==> src/hw/uhtx_pkg.sv <==
package uhtx_pkg;
  // ==========================================================
  // Register map: printed offsets are word indices
  // ==========================================================
  localparam int          ADDR_W          = 12;
  localparam logic [9:0]  IDX_MAX_PKT     = 10'h110;
  localparam logic [9:0]  IDX_CTRL_LOW    = 10'h112;
  localparam logic [9:0]  IDX_CTRL_HIGH   = 10'h113;
  localparam logic [9:0]  IDX_LOAD_COUNT  = 10'h114;

  // ==========================================================
  // Upper control byte fields
  // ==========================================================
  localparam int          BIT_AUTO_READY  = 7;
  localparam int          BIT_RESERVED    = 6;
  localparam int          BIT_MODE_TX     = 5;
  localparam int          BIT_DMA_EN      = 4;
  localparam int          BIT_FORCE_TOG   = 3;
  localparam int          BIT_DMA_MODE    = 2;
  localparam int          BIT_TOG_WE      = 1;
  localparam int          BIT_TOGGLE      = 0;
  localparam logic [7:0]  CTRL_HIGH_RESET = 8'h00;

  // ==========================================================
  // Lower control byte and packet size
  // ==========================================================
  localparam int          BIT_PKT_READY   = 0;
  localparam int          MPS_W           = 11;
  localparam logic [10:0] MPS_RESET       = 11'h040;
  localparam logic [10:0] COUNT_ZERO      = 11'h000;
  localparam logic [10:0] COUNT_ONE       = 11'h001;
endpackage : uhtx_pkg

==> src/hw/uhtx_ctrl_high.sv <==
`timescale 1ns/1ps
// Behaviour
// - With auto ready set, a full max-size load sets packet ready itself.
// - Bit 6 is reserved, read-only, and reads zero.
// - Direction bit: zero selects receive, one selects transmit.
// - Direction bit acts only on an endpoint with a shared FIFO.
// - DMA request enable bit gates the endpoint's DMA requests.
// - Writing force toggle flips data toggle unless toggle write enable is also set, and discards the FIFO packet.
// - DMA mode: zero interrupts per packet, one at transfer end.
// - Toggle bit writes take effect only with toggle write enable high.
// - Toggle write enable clears itself once the toggle is written.
// - Reading the toggle bit returns the present data toggle.
// - Every upper control bit resets to zero.
// - The upper control register is one byte, beside the low byte.
// - Software sets packet ready; hardware clears it after transmission.
module uhtx_ctrl_high (
  input  wire logic                       pclk,
  input  wire logic                       presetn,
  input  wire logic                       psel,
  input  wire logic                       penable,
  input  wire logic                       pwrite,
  input  wire logic [uhtx_pkg::ADDR_W-1:0] paddr,
  input  wire logic [31:0]                pwdata,
  output logic [31:0]                     prdata,
  output logic                            pready,
  output logic                            pslverr,
  input  wire logic                       fifo_load,
  input  wire logic                       fifo_shared,
  input  wire logic                       fifo_has_room,
  input  wire logic                       pkt_sent,
  input  wire logic                       link_toggle_adv,
  input  wire logic                       dma_pkt_done,
  input  wire logic                       dma_xfer_done,
  output logic                            tx_packet_ready,
  output logic                            dir_is_tx,
  output logic                            dma_req,
  output logic                            dma_irq,
  output logic                            fifo_discard,
  output logic                            data_toggle
);
  import uhtx_pkg::*;

  // ==========================================================
  // Bus decode
  // ==========================================================
  logic [31:0]      prdata_reg;
  logic [31:0]      prdata_next;
  logic             pslverr_reg;
  logic             auto_ready_reg;
  logic             mode_tx_reg;
  logic             dma_en_reg;
  logic             dma_mode_reg;
  logic             toggle_reg;
  logic             toggle_next;
  logic             pkt_ready_reg;
  logic             pkt_ready_next;
  logic [MPS_W-1:0] mps_reg;
  logic [MPS_W-1:0] count_reg;
  logic [MPS_W-1:0] count_next;
  logic             discard_reg;
  logic             irq_reg;

  wire [9:0] word_idx   = paddr[ADDR_W-1:2];
  wire       hit_mps    = (word_idx == IDX_MAX_PKT);
  wire       hit_low    = (word_idx == IDX_CTRL_LOW);
  wire       hit_high   = (word_idx == IDX_CTRL_HIGH);
  wire       hit_count  = (word_idx == IDX_LOAD_COUNT);
  wire       hit_any    = hit_mps | hit_low | hit_high | hit_count;
  wire       setup      = psel & ~penable;
  wire       wr_commit  = psel & penable & pwrite;
  wire       wr_high    = wr_commit & hit_high;
  wire       wr_low     = wr_commit & hit_low;
  wire       wr_mps     = wr_commit & hit_mps;

  // Write side effects of the upper and lower bytes
  wire       force_tog  = wr_high & pwdata[BIT_FORCE_TOG];
  wire       tog_write  = wr_high & pwdata[BIT_TOG_WE];
  wire       sw_ready   = wr_low & pwdata[BIT_PKT_READY];

  // Auto ready fires on the load that completes a max-size packet
  wire       load_full  = fifo_load & ((count_reg + COUNT_ONE) == mps_reg);
  wire       auto_set   = auto_ready_reg & load_full;

  // Write enable and force are strobes: they never read back as one
  wire [7:0] high_byte  = {auto_ready_reg,
                           1'b0,
                           mode_tx_reg,
                           dma_en_reg,
                           1'b0,
                           dma_mode_reg,
                           1'b0,
                           toggle_reg};

  assign prdata_next = hit_high  ? {24'h000000, high_byte} :
                       hit_low   ? {31'h00000000, pkt_ready_reg} :
                       hit_mps   ? {21'h000000, mps_reg} :
                       hit_count ? {21'h000000, count_reg} :
                       32'h00000000;

  // Read data is captured in the setup cycle, so no wait state
  always_ff @(posedge pclk or negedge presetn) begin
    if (!presetn) begin
      prdata_reg  <= 32'h00000000;
      pslverr_reg <= 1'b0;
    end else if (setup) begin
      prdata_reg  <= pwrite ? 32'h00000000 : prdata_next;
      pslverr_reg <= ~hit_any;
    end
  end

  assign prdata  = prdata_reg;
  assign pready  = 1'b1;
  assign pslverr = pslverr_reg & psel & penable;

  // ==========================================================
  // Upper control byte storage
  // ==========================================================
  always_ff @(posedge pclk or negedge presetn) begin
    if (!presetn) begin
      auto_ready_reg <= CTRL_HIGH_RESET[BIT_AUTO_READY];
      mode_tx_reg    <= CTRL_HIGH_RESET[BIT_MODE_TX];
      dma_en_reg     <= CTRL_HIGH_RESET[BIT_DMA_EN];
      dma_mode_reg   <= CTRL_HIGH_RESET[BIT_DMA_MODE];
    end else if (wr_high) begin
      auto_ready_reg <= pwdata[BIT_AUTO_READY];
      mode_tx_reg    <= pwdata[BIT_MODE_TX];
      dma_en_reg     <= pwdata[BIT_DMA_EN];
      dma_mode_reg   <= pwdata[BIT_DMA_MODE];
    end
  end

  // ==========================================================
  // Data toggle
  // ==========================================================
  // A guarded write beats a force, which beats the link's own advance
  assign toggle_next = tog_write       ? pwdata[BIT_TOGGLE] :
                       force_tog       ? ~toggle_reg :
                       link_toggle_adv ? ~toggle_reg :
                       toggle_reg;

  always_ff @(posedge pclk or negedge presetn) begin
    if (!presetn) begin
      toggle_reg <= CTRL_HIGH_RESET[BIT_TOGGLE];
    end else begin
      toggle_reg <= toggle_next;
    end
  end

  // ==========================================================
  // Packet ready and load counter
  // ==========================================================
  // A set in the same cycle as the sent pulse wins, so no packet is lost
  assign pkt_ready_next = (sw_ready | auto_set) ? 1'b1 :
                          (pkt_sent | force_tog) ? 1'b0 :
                          pkt_ready_reg;

  assign count_next = (force_tog | auto_set | sw_ready) ? COUNT_ZERO :
                      fifo_load ? count_reg + COUNT_ONE :
                      count_reg;

  always_ff @(posedge pclk or negedge presetn) begin
    if (!presetn) begin
      pkt_ready_reg <= 1'b0;
      count_reg     <= COUNT_ZERO;
      mps_reg       <= MPS_RESET;
    end else begin
      pkt_ready_reg <= pkt_ready_next;
      count_reg     <= count_next;
      if (wr_mps) begin
        mps_reg <= pwdata[MPS_W-1:0];
      end
    end
  end

  // ==========================================================
  // Endpoint outputs
  // ==========================================================
  always_ff @(posedge pclk or negedge presetn) begin
    if (!presetn) begin
      discard_reg <= 1'b0;
      irq_reg     <= 1'b0;
    end else begin
      discard_reg <= force_tog;
      irq_reg     <= dma_en_reg & (dma_mode_reg ? dma_xfer_done
                                                : dma_pkt_done);
    end
  end

  assign tx_packet_ready = pkt_ready_reg;
  assign dir_is_tx       = fifo_shared ? mode_tx_reg : 1'b1;
  // Requests stop while a packet waits, so DMA cannot overfill the FIFO
  assign dma_req         = dma_en_reg & fifo_has_room & ~pkt_ready_reg;
  assign dma_irq         = irq_reg;
  assign fifo_discard    = discard_reg;
  assign data_toggle     = toggle_reg;

  // ==========================================================
  // Assertions
  // ==========================================================
  AST_AUTO_SET: assert property (@(posedge pclk) disable iff (!presetn)
    (auto_ready_reg && fifo_load && (count_reg + COUNT_ONE) == mps_reg)
      |=> tx_packet_ready)
    else $error("Auto ready did not set packet ready");

  AST_NO_AUTO: assert property (@(posedge pclk) disable iff (!presetn)
    (!auto_ready_reg && !sw_ready && !tx_packet_ready) |=> !tx_packet_ready)
    else $error("Packet ready set without software or auto");

  AST_RESERVED: assert property (@(posedge pclk) disable iff (!presetn)
    (setup && !pwrite && hit_high) |=> !prdata[BIT_RESERVED])
    else $error("Reserved bit read as one");

  AST_DIR: assert property (@(posedge pclk) disable iff (!presetn)
    fifo_shared |-> (dir_is_tx == mode_tx_reg))
    else $error("Direction does not follow mode bit");

  AST_DIR_DEDIC: assert property (@(posedge pclk)
    disable iff (!presetn) !fifo_shared |-> dir_is_tx)
    else $error("Mode bit acted on a dedicated FIFO");

  AST_DMA_GATE: assert property (@(posedge pclk) disable iff (!presetn)
    !dma_en_reg |-> !dma_req)
    else $error("DMA request while disabled");

  // A full load in the same cycle keeps its packet: the set wins
  AST_FORCE: assert property (@(posedge pclk) disable iff (!presetn)
    (force_tog && !tog_write && !auto_set)
      |=> (data_toggle != $past(data_toggle))
      && fifo_discard && !tx_packet_ready)
    else $error("Force toggle did not flip and discard");

  AST_IRQ_MODE: assert property (@(posedge pclk) disable iff (!presetn)
    (dma_en_reg && dma_mode_reg && dma_pkt_done && !dma_xfer_done)
      |=> !dma_irq)
    else $error("Per-packet interrupt in whole-transfer mode");

  AST_TOG_GUARD: assert property (@(posedge pclk)
    disable iff (!presetn)
      (wr_high && !pwdata[BIT_TOG_WE] && !force_tog && !link_toggle_adv)
      |=> $stable(data_toggle))
    else $error("Toggle changed without write enable");

  AST_TOG_WE_CLR: assert property (@(posedge pclk)
    disable iff (!presetn) tog_write
      |=> ##1 (!psel || !hit_high || pwrite || !prdata[BIT_TOG_WE]))
    else $error("Toggle write enable did not clear");

  AST_TOG_READ: assert property (@(posedge pclk) disable iff (!presetn)
    (setup && !pwrite && hit_high) |=> prdata[BIT_TOGGLE] == $past(toggle_reg))
    else $error("Toggle read back wrong");

  AST_SENT_CLR: assert property (@(posedge pclk) disable iff (!presetn)
    (pkt_sent && !sw_ready && !auto_set) |=> !tx_packet_ready)
    else $error("Packet ready not cleared after transmit");

  // ==========================================================
  // Storage, bus answers and reset values
  // ==========================================================
  // No disable here: the check must run on the release edge itself
  AST_RESET_VAL: assert property (@(posedge pclk)
    $rose(presetn) |-> (high_byte == CTRL_HIGH_RESET && !tx_packet_ready
      && !data_toggle && !dma_irq && !fifo_discard && mps_reg == MPS_RESET
      && count_reg == COUNT_ZERO))
    else $error("Control state not at reset values after release");

  AST_HIGH_STORE: assert property (@(posedge pclk)
    disable iff (!presetn) wr_high |=>
      (auto_ready_reg == $past(pwdata[BIT_AUTO_READY]))
      && (mode_tx_reg == $past(pwdata[BIT_MODE_TX]))
      && (dma_en_reg == $past(pwdata[BIT_DMA_EN]))
      && (dma_mode_reg == $past(pwdata[BIT_DMA_MODE])))
    else $error("Upper byte write did not store");

  AST_MPS_STORE: assert property (@(posedge pclk)
    disable iff (!presetn) wr_mps |=> mps_reg == $past(pwdata[MPS_W-1:0]))
    else $error("Max packet size write did not store");

  AST_COUNT_CLR: assert property (@(posedge pclk)
    disable iff (!presetn) auto_set |=> count_reg == COUNT_ZERO)
    else $error("Load count not restarted after auto ready");

  // A load short of the size must leave the flag to software
  AST_SHORT_LOAD: assert property (@(posedge pclk)
    disable iff (!presetn) (fifo_load && !load_full && !sw_ready
      && !tx_packet_ready) |=> !tx_packet_ready)
    else $error("Packet ready set before a full packet was loaded");

  AST_SW_SET: assert property (@(posedge pclk)
    disable iff (!presetn) sw_ready |=> tx_packet_ready)
    else $error("Software set of packet ready was lost");

  AST_DMA_REQ: assert property (@(posedge pclk)
    disable iff (!presetn)
      (dma_en_reg && fifo_has_room && !tx_packet_ready) |-> dma_req)
    else $error("DMA request missing while enabled with room");

  AST_DMA_HOLD: assert property (@(posedge pclk)
    disable iff (!presetn) tx_packet_ready |-> !dma_req)
    else $error("DMA request while a packet waits");

  AST_IRQ_PKT: assert property (@(posedge pclk)
    disable iff (!presetn)
      (dma_en_reg && !dma_mode_reg && dma_pkt_done) |=> dma_irq)
    else $error("Per-packet interrupt missing");

  AST_IRQ_XFER: assert property (@(posedge pclk)
    disable iff (!presetn)
      (dma_en_reg && dma_mode_reg && dma_xfer_done) |=> dma_irq)
    else $error("Transfer-end interrupt missing");

  AST_IRQ_OFF: assert property (@(posedge pclk)
    disable iff (!presetn) !dma_en_reg |=> !dma_irq)
    else $error("DMA interrupt while requests disabled");

  AST_DISCARD_ONLY: assert property (@(posedge pclk)
    disable iff (!presetn) !force_tog |=> !fifo_discard)
    else $error("FIFO discard without a force toggle write");

  AST_TOG_LOAD: assert property (@(posedge pclk)
    disable iff (!presetn)
      tog_write |=> data_toggle == $past(pwdata[BIT_TOGGLE]))
    else $error("Guarded toggle write did not load");

  AST_LINK_TOG: assert property (@(posedge pclk)
    disable iff (!presetn) (link_toggle_adv && !tog_write && !force_tog)
      |=> data_toggle != $past(data_toggle))
    else $error("Data toggle did not follow the link advance");

  AST_WR_RDATA: assert property (@(posedge pclk)
    disable iff (!presetn) (setup && pwrite) |=> prdata == 32'h00000000)
    else $error("Read data not cleared by a write");

  AST_UNMAPPED: assert property (@(posedge pclk)
    disable iff (!presetn) (setup && !hit_any) ##1 (psel && penable)
      |-> pslverr)
    else $error("Unmapped access answered without error");

  AST_MAPPED: assert property (@(posedge pclk)
    disable iff (!presetn) (setup && hit_any) ##1 (psel && penable)
      |-> !pslverr)
    else $error("Mapped access answered with error");

  COV_AUTO: cover property (@(posedge pclk) disable iff (!presetn)
    auto_set ##[1:20] pkt_sent);
  COV_FORCE: cover property (@(posedge pclk) disable iff (!presetn)
    force_tog && tx_packet_ready);
  COV_TOG_WR: cover property (@(posedge pclk) disable iff (!presetn)
    tog_write && pwdata[BIT_TOGGLE]);
  COV_IRQ_XFER: cover property (@(posedge pclk) disable iff (!presetn)
    dma_mode_reg && dma_irq);
  COV_DMA_PKT: cover property (@(posedge pclk) disable iff (!presetn)
    dma_en_reg && !dma_mode_reg && dma_irq);
endmodule : uhtx_ctrl_high

==> config.mk <==
export PLATFORM = sky130hd
export DESIGN_NAME = uhtx_ctrl_high
export DESIGN_NICKNAME = d
export VERILOG_FILES = /design/src/hw/uhtx_pkg.sv /design/src/hw/uhtx_ctrl_high.sv
export SDC_FILE = /design/constraint.sdc
export NUM_CORES = 1
export LEC_CHECK = 0
export BUFFER_PORTS_ARGS = -buffer_cell sky130_fd_sc_hd__buf_2
export CAP_MARGIN = 20
export CORE_MARGIN = 5
export CORE_UTILIZATION = 49
export DETAILED_ROUTE_END_ITERATION = 10
export PLACE_DENSITY_LB_ADDON = 0.3
export REMOVE_ABC_BUFFERS = 1
export SYNTH_ARGS = -nofsm -noshare
export SYNTH_HDL_FRONTEND = slang
export SYNTH_SLANG_ARGS = --single-unit
==> constraint.sdc <==
create_clock -name pclk -period 2.85 [get_ports pclk]
set_input_delay 0.57 -clock pclk [delete_from_list [all_inputs] [get_ports pclk]]
set_output_delay 0.57 -clock pclk [all_outputs]
set_load 0.02 [all_outputs]
==> results of run 1 <==
-- Yosys cell counts (2+ instances only) --
cell type  instances
nor2b_1            5
nand2_1           31
and3_1             6
nand2b_1           3
a31oi_1            3
mux2i_1            9
buf_4             22
buf_2              5
nor3_1             8
inv_1              2
o21ai_0           14
mux2_2             9
mux2_4            10
a22oi_1            3
xnor2_1            8
nor3b_1            5
nand4_1            5
dfrtp_1           41
xor2_1            12
clkbuf_1           5
nor4_2             2
a211o_1            2
nand3_1            5
or3_1              2
o31ai_1            2
or3b_2             2
a211oi_1           2
a21oi_1            3
conb_1             2
nor2_1            20
-- metrics by stage --
| step | hold slack [ns] | worst slack [ns] | util | cells |
|---|---|---|---|---|
| 5_1_grt | 0.480 | 0.391 | 0.576 | 390 |
| 3_5_place_dp | 0.466 | 0.368 | 0.556 | 382 |
| 4_1_cts | 0.436 | 0.501 | 0.576 | 390 |
| 6_report | 0.394 | 0.518 | 0.576 | 390 |
| 2_1_floorplan | 0.274 | 0.291 | - | 256 |
| 3_3_place_gp | 0.460 | 0.429 | 0.556 | 382 |
-- area by class of cell --
cell class / instances / area share
clock inverter: 1 / 0.0101
multi-input combinational: 212 / 0.480
clock buffer: 7 / 0.0256
tap: 70 / 0.0294
inverter: 2 / 0.00252
sequential: 42 / 0.353
timing repair buffer: 56 / 0.0990
-- path summary, 6_finish.rpt --
kind / cells after the start / end / startpoint / slack [ns]
max: 7 / count_reg[1] / count_reg[0] / 0.52
min: 1 / tx_packet_ready / presetn / 0.39
max reg2reg: 7 / count_reg[1] / count_reg[0] / 0.52
min reg2reg: 2 / prdata[3] / prdata[3] / 0.48
max in group asynchronous: 1 / prdata[1] / presetn / 1.89
min in group pclk: 2 / prdata[3] / prdata[3] / 0.48
-- cell families (layout without fill, tap and decap cells) --
group,Yosys count,in the layout,synth area share
adders and majority gates,1,1,0.00474
xor gates and xnor gates,21,21,0.0753
muxes,28,28,0.129
buffers and inverters,36,66,0.0876
DFF,42,42,0.398
other,2,22,0.00284
AOI/OAI and AO/OA,37,37,0.0914
and+or+nand+nor,103,103,0.210
-- power breakdown --
part | internal (mW) | switching [mW] | total, mW
clock | 0.262 | 0.195 | 0.457
sequential | 0.651 | 0.113 | 0.765
combinational | 0.203 | 0.258 | 0.461
total | 1.12 | 0.566 | 1.68
-- metal layers --
metal  share of wire  up-vias  GRT usage
li1                -     1005          -
met1            0.46      960      0.215
met2            0.45       85      0.253
met3           0.079        6     0.0297
met4           0.011        0     0.0526
met5               0        -          0
==> results.json, run 1 <==
{
  "outcome": "finished clean",
  "rows": 26,
  "portBuffers": 50,
  "wl_per_cell_um": 14.3,
  "slowest_delay_ns": 0.50,
  "post_cts_resized": 0,
  "register_area_mm2": 0.00105,
  "die_h_um": 83.4,
  "crit_arrival_ns": 2.49,
  "post_route_cells_drive_above_1_share": 0.281,
  "slew_headroom": 0.405,
  "async_reset_ff_frac": 1.00,
  "drcViolationCount": 0,
  "n_antenna_cell": 0,
  "routed_wl_mm": 5.60,
  "synth_edf_count": 0,
  "fillers": 478,
  "rsz0062_at_grt": "no",
  "syn_avg_cell_area_um2": 9.78,
  "fmax_mhz": 429,
  "initial_core_util": 0.511,
  "ys_ff_latch": 42,
  "htree_levels": 2,
  "final-max-slew-violation-count": 0,
  "clock_latency_ns": 0.29,
  "p_total_mw": 1.68,
  "synthFlopType": "dfrtp_1",
  "layout_commonest_cell": "buf_2",
  "nets": 376,
  "crit_chain": "ha_1, xor2_1, a2111oi_0, o2111ai_1, nor4_2, buf_4, a211oi_1",
  "netlist_top_cells_area": "dfrtp_1 (39%), buf_4 (6.3%), mux2_4 (5.7%)",
  "crit_type": "flop to flop",
  "clock_skew_ns": 0.00921,
  "cts.sinks": 42,
  "powerDensity_mw_per_mm2": 564,
  "cap_violations": 0,
  "synth_warnings": 0,
  "endpoint_kind": "flop",
  "fin_crit_sh": 0.818,
  "drt_iter0_markers": 129,
  "clockBufferDepth": 2,
  "die_w_um": 83.4,
  "core_mm2": 0.00517,
  "netlist_area_mm2": 0.00264,
  "cts_setup_buffers": 0,
  "place_area_mm2": 0.00288,
  "required_ns": 3.01,
  "viasPerCell": 5.27,
  "p_leak_nw": 1.49,
  "numCtsBuffers": 5,
  "tightest_slew_ns": 0.893,
  "cp_top_family": "compound AO/OA/AOI/OAI gates",
  "cts-root-buf": "clkbuf_8",
  "grt_pass1_wl_mm": 9.18,
  "hpwl_mm": 4.26,
  "grt_pass1_vias": 1969,
  "hold_buffers": 0,
  "gr-total-overflow": 0,
  "final_cell_area_mm2": 0.00298,
  "fin_crit_ns": 2.33,
  "fin_setup_tns_ns": 0,
  "start_kind": "flop",
  "final_cell_mix": "buf_2 (50), dfrtp_1 (41), nand2_1 (31)",
  "io_pins": 96,
  "track_usage": 0.158,
  "yosysSeqAreaShare": 0.398,
  "synth_top_area_frac": 0.388,
  "yosys.area.top_type": "dfrtp_1",
  "hp-class": "primary input to async pin",
  "grt_max_degree": 43,
  "drtPass1Iterations": 4,
  "cts_tree": "built",
  "dieArea_mm2": 0.00696,
  "max-vdd-ir-drop_mv": 0.271,
  "path_clk_slew_ns": 0.08,
  "yosysUniqueCellTypes": 52,
  "antenna_found_initial": 0,
  "multi_input_area_mm2": 0.00143,
  "cp_slowest_cell": "dfrtp_1",
  "setup_viol": 0,
  "antenna_left": 0,
  "area_growth_syn_to_layout_pct": 12.9,
  "worstPathBufferInverterCount": 1,
  "finalHoldViolCount": 0,
  "gp_congestion": 0.849,
  "cp_max_fo": 12,
  "netlist_instances": 270,
  "vias": 2056
}
No activity file was read; power rests on OpenSTA's default activity.
==> run 2, diff against run 1 <==
Settings changed: ABC_AREA set to 1, CORE_UTILIZATION 49 to 45.
Clock period 2.85 ns to 1.9 ns, I/O delays scaled along.
==> results.json, run 2 <==
{
  "ys_ff_latch": 42,
  "synth_mux_area_frac": 0.0212,
  "nets": 483,
  "cts-root-buf": "clkbuf_8",
  "fin_crit_sh": 0.966,
  "grt_pass1_vias": 2423,
  "final-max-slew-violation-count": 0,
  "p_total_mw": 3.38,
  "post-place-ws_ns": 0.0273,
  "path_clk_slew_ns": 0.09,
  "tightest_slew_ns": 0.558,
  "slew_headroom": 0.627,
  "yosysSeqAreaShare": 0.405,
  "async_reset_ff_frac": 1.00,
  "fmax_mhz": 545,
  "fillers": 519,
  "rows": 27,
  "setup_viol": 0,
  "grt_pass1_wl_mm": 11.1,
  "clock_skew_ns": 0.00821,
  "htree_levels": 2,
  "n_antenna_cell": 0,
  "required_ns": 2.09,
  "syn_avg_cell_area_um2": 7.29,
  "yosys.area_share.adder": 0.00482,
  "post_route_cells_drive_above_1_share": 0.239,
  "powerDensity_mw_per_mm2": 1060,
  "synth_warnings": 0,
  "outcome": "finished clean",
  "rsz0062_at_grt": "yes",
  "endpoint_kind": "flop",
  "io_pins": 96,
  "gp_congestion": 0.917,
  "numCtsBuffers": 5,
  "synth-simple-area-share": 0.288,
  "worstPathBufferInverterCount": 3,
  "drt_iter0_markers": 128,
  "die_w_um": 86.0,
  "die_h_um": 86.0,
  "netlist_top_cells_area": "dfrtp_1 (40%), nand2_1 (13%), inv_1 (7.7%)",
  "portBuffers": 50,
  "area_growth_syn_to_layout_pct": 22.9,
  "dieArea_mm2": 0.00739,
  "wl_per_cell_um": 13.4,
  "grt_max_degree": 17,
  "start_kind": "flop",
  "finalHoldViolCount": 0,
  "track_usage": 0.187,
  "crit_chain": "buf_6, nand3_2, nor2_4, xor2_2, inv_1, nand2_1, nand3_1, nor2_1, nand2_2, nand3_2, buf_12, nor2_1",
  "register_area_mm2": 0.00105,
  "max-vdd-ir-drop_mv": 0.518,
  "vias": 2518,
  "clockBufferDepth": 2,
  "final_cell_mix": "nand2_1 (91), inv_1 (53), buf_2 (50)",
  "synth_xor_area_frac": 0.0101,
  "layout_commonest_cell": "nand2_1",
  "gr-total-overflow": 0,
  "synth_edf_count": 0,
  "core_mm2": 0.00554,
  "clock_latency_ns": 0.30,
  "synth_most_common_cell": "nand2_1",
  "synth_top_family_by_area": "simple AND/OR/NAND/NOR gates",
  "final.setup.worst_slack_ns": 0.0646,
  "initial_core_util": 0.469,
  "cp_max_fo": 11,
  "hpwl_mm": 5.22,
  "cp_slowest_cell": "dfrtp_1",
  "routed_wl_mm": 6.67,
  "synthFlopType": "dfrtp_1",
  "yosysUniqueCellTypes": 35,
  "antenna_found_initial": 0,
  "netlist_instances": 356,
  "fin_crit_ns": 1.84,
  "crit_type": "flop to flop",
  "cap_violations": 0,
  "synth_top_area_frac": 0.395,
  "multi_input_area_mm2": 0.00128,
  "synth-compound-area-share": 0.116,
  "drtPass1Iterations": 4,
  "drcViolationCount": 0,
  "cts_setup_buffers": 0,
  "synth_common_cells": "nand2_1 (92), inv_1 (53), dfrtp_1 (41)",
  "crit_arrival_ns": 2.02,
  "slowest_delay_ns": 0.41,
  "yosys.area.top_type": "dfrtp_1",
  "cp_top_family": "simple AND/OR/NAND/NOR gates",
  "viasPerCell": 5.05,
  "netlist_area_mm2": 0.00260,
  "hp-class": "primary input to flop",
  "cts.sinks": 42,
  "antenna_left": 0,
  "p_leak_nw": 1.75,
  "cts_tree": "built"
}
run 2: changes by cell type after synthesis, sizes merged, moves of 4 or more:
cell / previous run / this run
o21ai: 14 / 30
mux2: 19 / 4
xor2: 12 / 1
inv: 2 / 53
buf: 29 / 23
xnor2: 8 / 2
o2111ai: 1 / 5
nor2b: 5 / 0
and3: 6 / 0
nand2: 31 / 94
nor3b: 6 / 0
nand3: 5 / 29
mux2i: 9 / 1
nor2: 20 / 36
run 2: worst register-to-register path: stages, from the launching register on:
cell and delay, ns:
dfrtp_1 0.41, buf_6 0.14, nand3_2 0.11, nor2_4 0.17, xor2_2 0.19, inv_1 0.06
nand2_1 0.06, nand3_1 0.09, nor2_1 0.14, nand2_2 0.10, nand3_2 0.09, buf_12 0.14
nor2_1 0.05
run 2: path summary, 6_finish.rpt:
| path | startpoint | end | slack [ns] | cells past startpoint |
|---|---|---|---|---|
| setup / recovery | count_reg[0] | count_reg[1] | 0.06 | 12 |
| hold / removal | dma_xfer_done | dma_irq | 0.29 | 3 |
| setup reg to reg | count_reg[0] | count_reg[1] | 0.06 | 12 |
| hold reg to reg | prdata[7] | prdata[7] | 0.48 | 2 |
| max in group asynchronous | presetn | mps_reg[6] | 0.87 | 3 |
| min in group asynchronous | presetn | count_reg[8] | 0.47 | 2 |
run 2: metrics by stage:
| step | std cells | hold WS (ns) | utilization | instance area [um^2] | TNS (ns) |
|---|---|---|---|---|---|
| finish | 499 | 0.294 | 0.576 | 3190 | 0 |
| global route | 499 | 0.316 | 0.576 | 3190 | -0.956 |
| CTS | 499 | 0.300 | 0.565 | 3130 | 0 |
| detailed placement | 490 | 0.274 | 0.538 | 2980 | 0 |
| global placement | 490 | 0.272 | 0.538 | 2980 | 0 |
| floorplan | 348 | 0.0844 | - | 2480 | 0 |
run 2: what timing repair did:
| item | 4_1_cts | 5_1_grt |
|---|---|---|
| resized for setup | 1 | 13 |
| hold buffers | 1 | 0 |
| hold endpoints to repair | 10 | 0 |
| endpoints found under the setup margin | 9 | 11 |
| pin swaps | 0 | 7 |
run 2: cell families after synthesis:
family,count (synthesis)
xor+xnor,3
fa+ha+maj,1
buf+inv,81
flops,42
other cells,2
compound gates,49
simple gates,173
mux,5
run 2: area by class of cell:
cell class / count / area share
Multi-Input combinational cell: 253 / 0.400
Clock inverter: 2 / 0.0188
Inverter: 53 / 0.0624
Timing Repair Buffer: 71 / 0.134
Tap cell: 72 / 0.0282
Clock buffer: 6 / 0.0259
Sequential cell: 42 / 0.331
run 2: report_power, final:
part	switching [mW]	total, mW	internal (mW)
sequential	0.161	1.18	1.02
clock	0.325	0.885	0.561
combinational	0.780	1.31	0.534
run 2: per-layer routing:
metal / GRT usage / vias to the layer above / wire [um]
li1: - / 1240 / -
met1: 0.241 / 1168 / 2840
met2: 0.311 / 94 / 3160
met3: 0.0375 / 16 / 528
met4: 0.0662 / 0 / 134
met5: 0 / - / 0
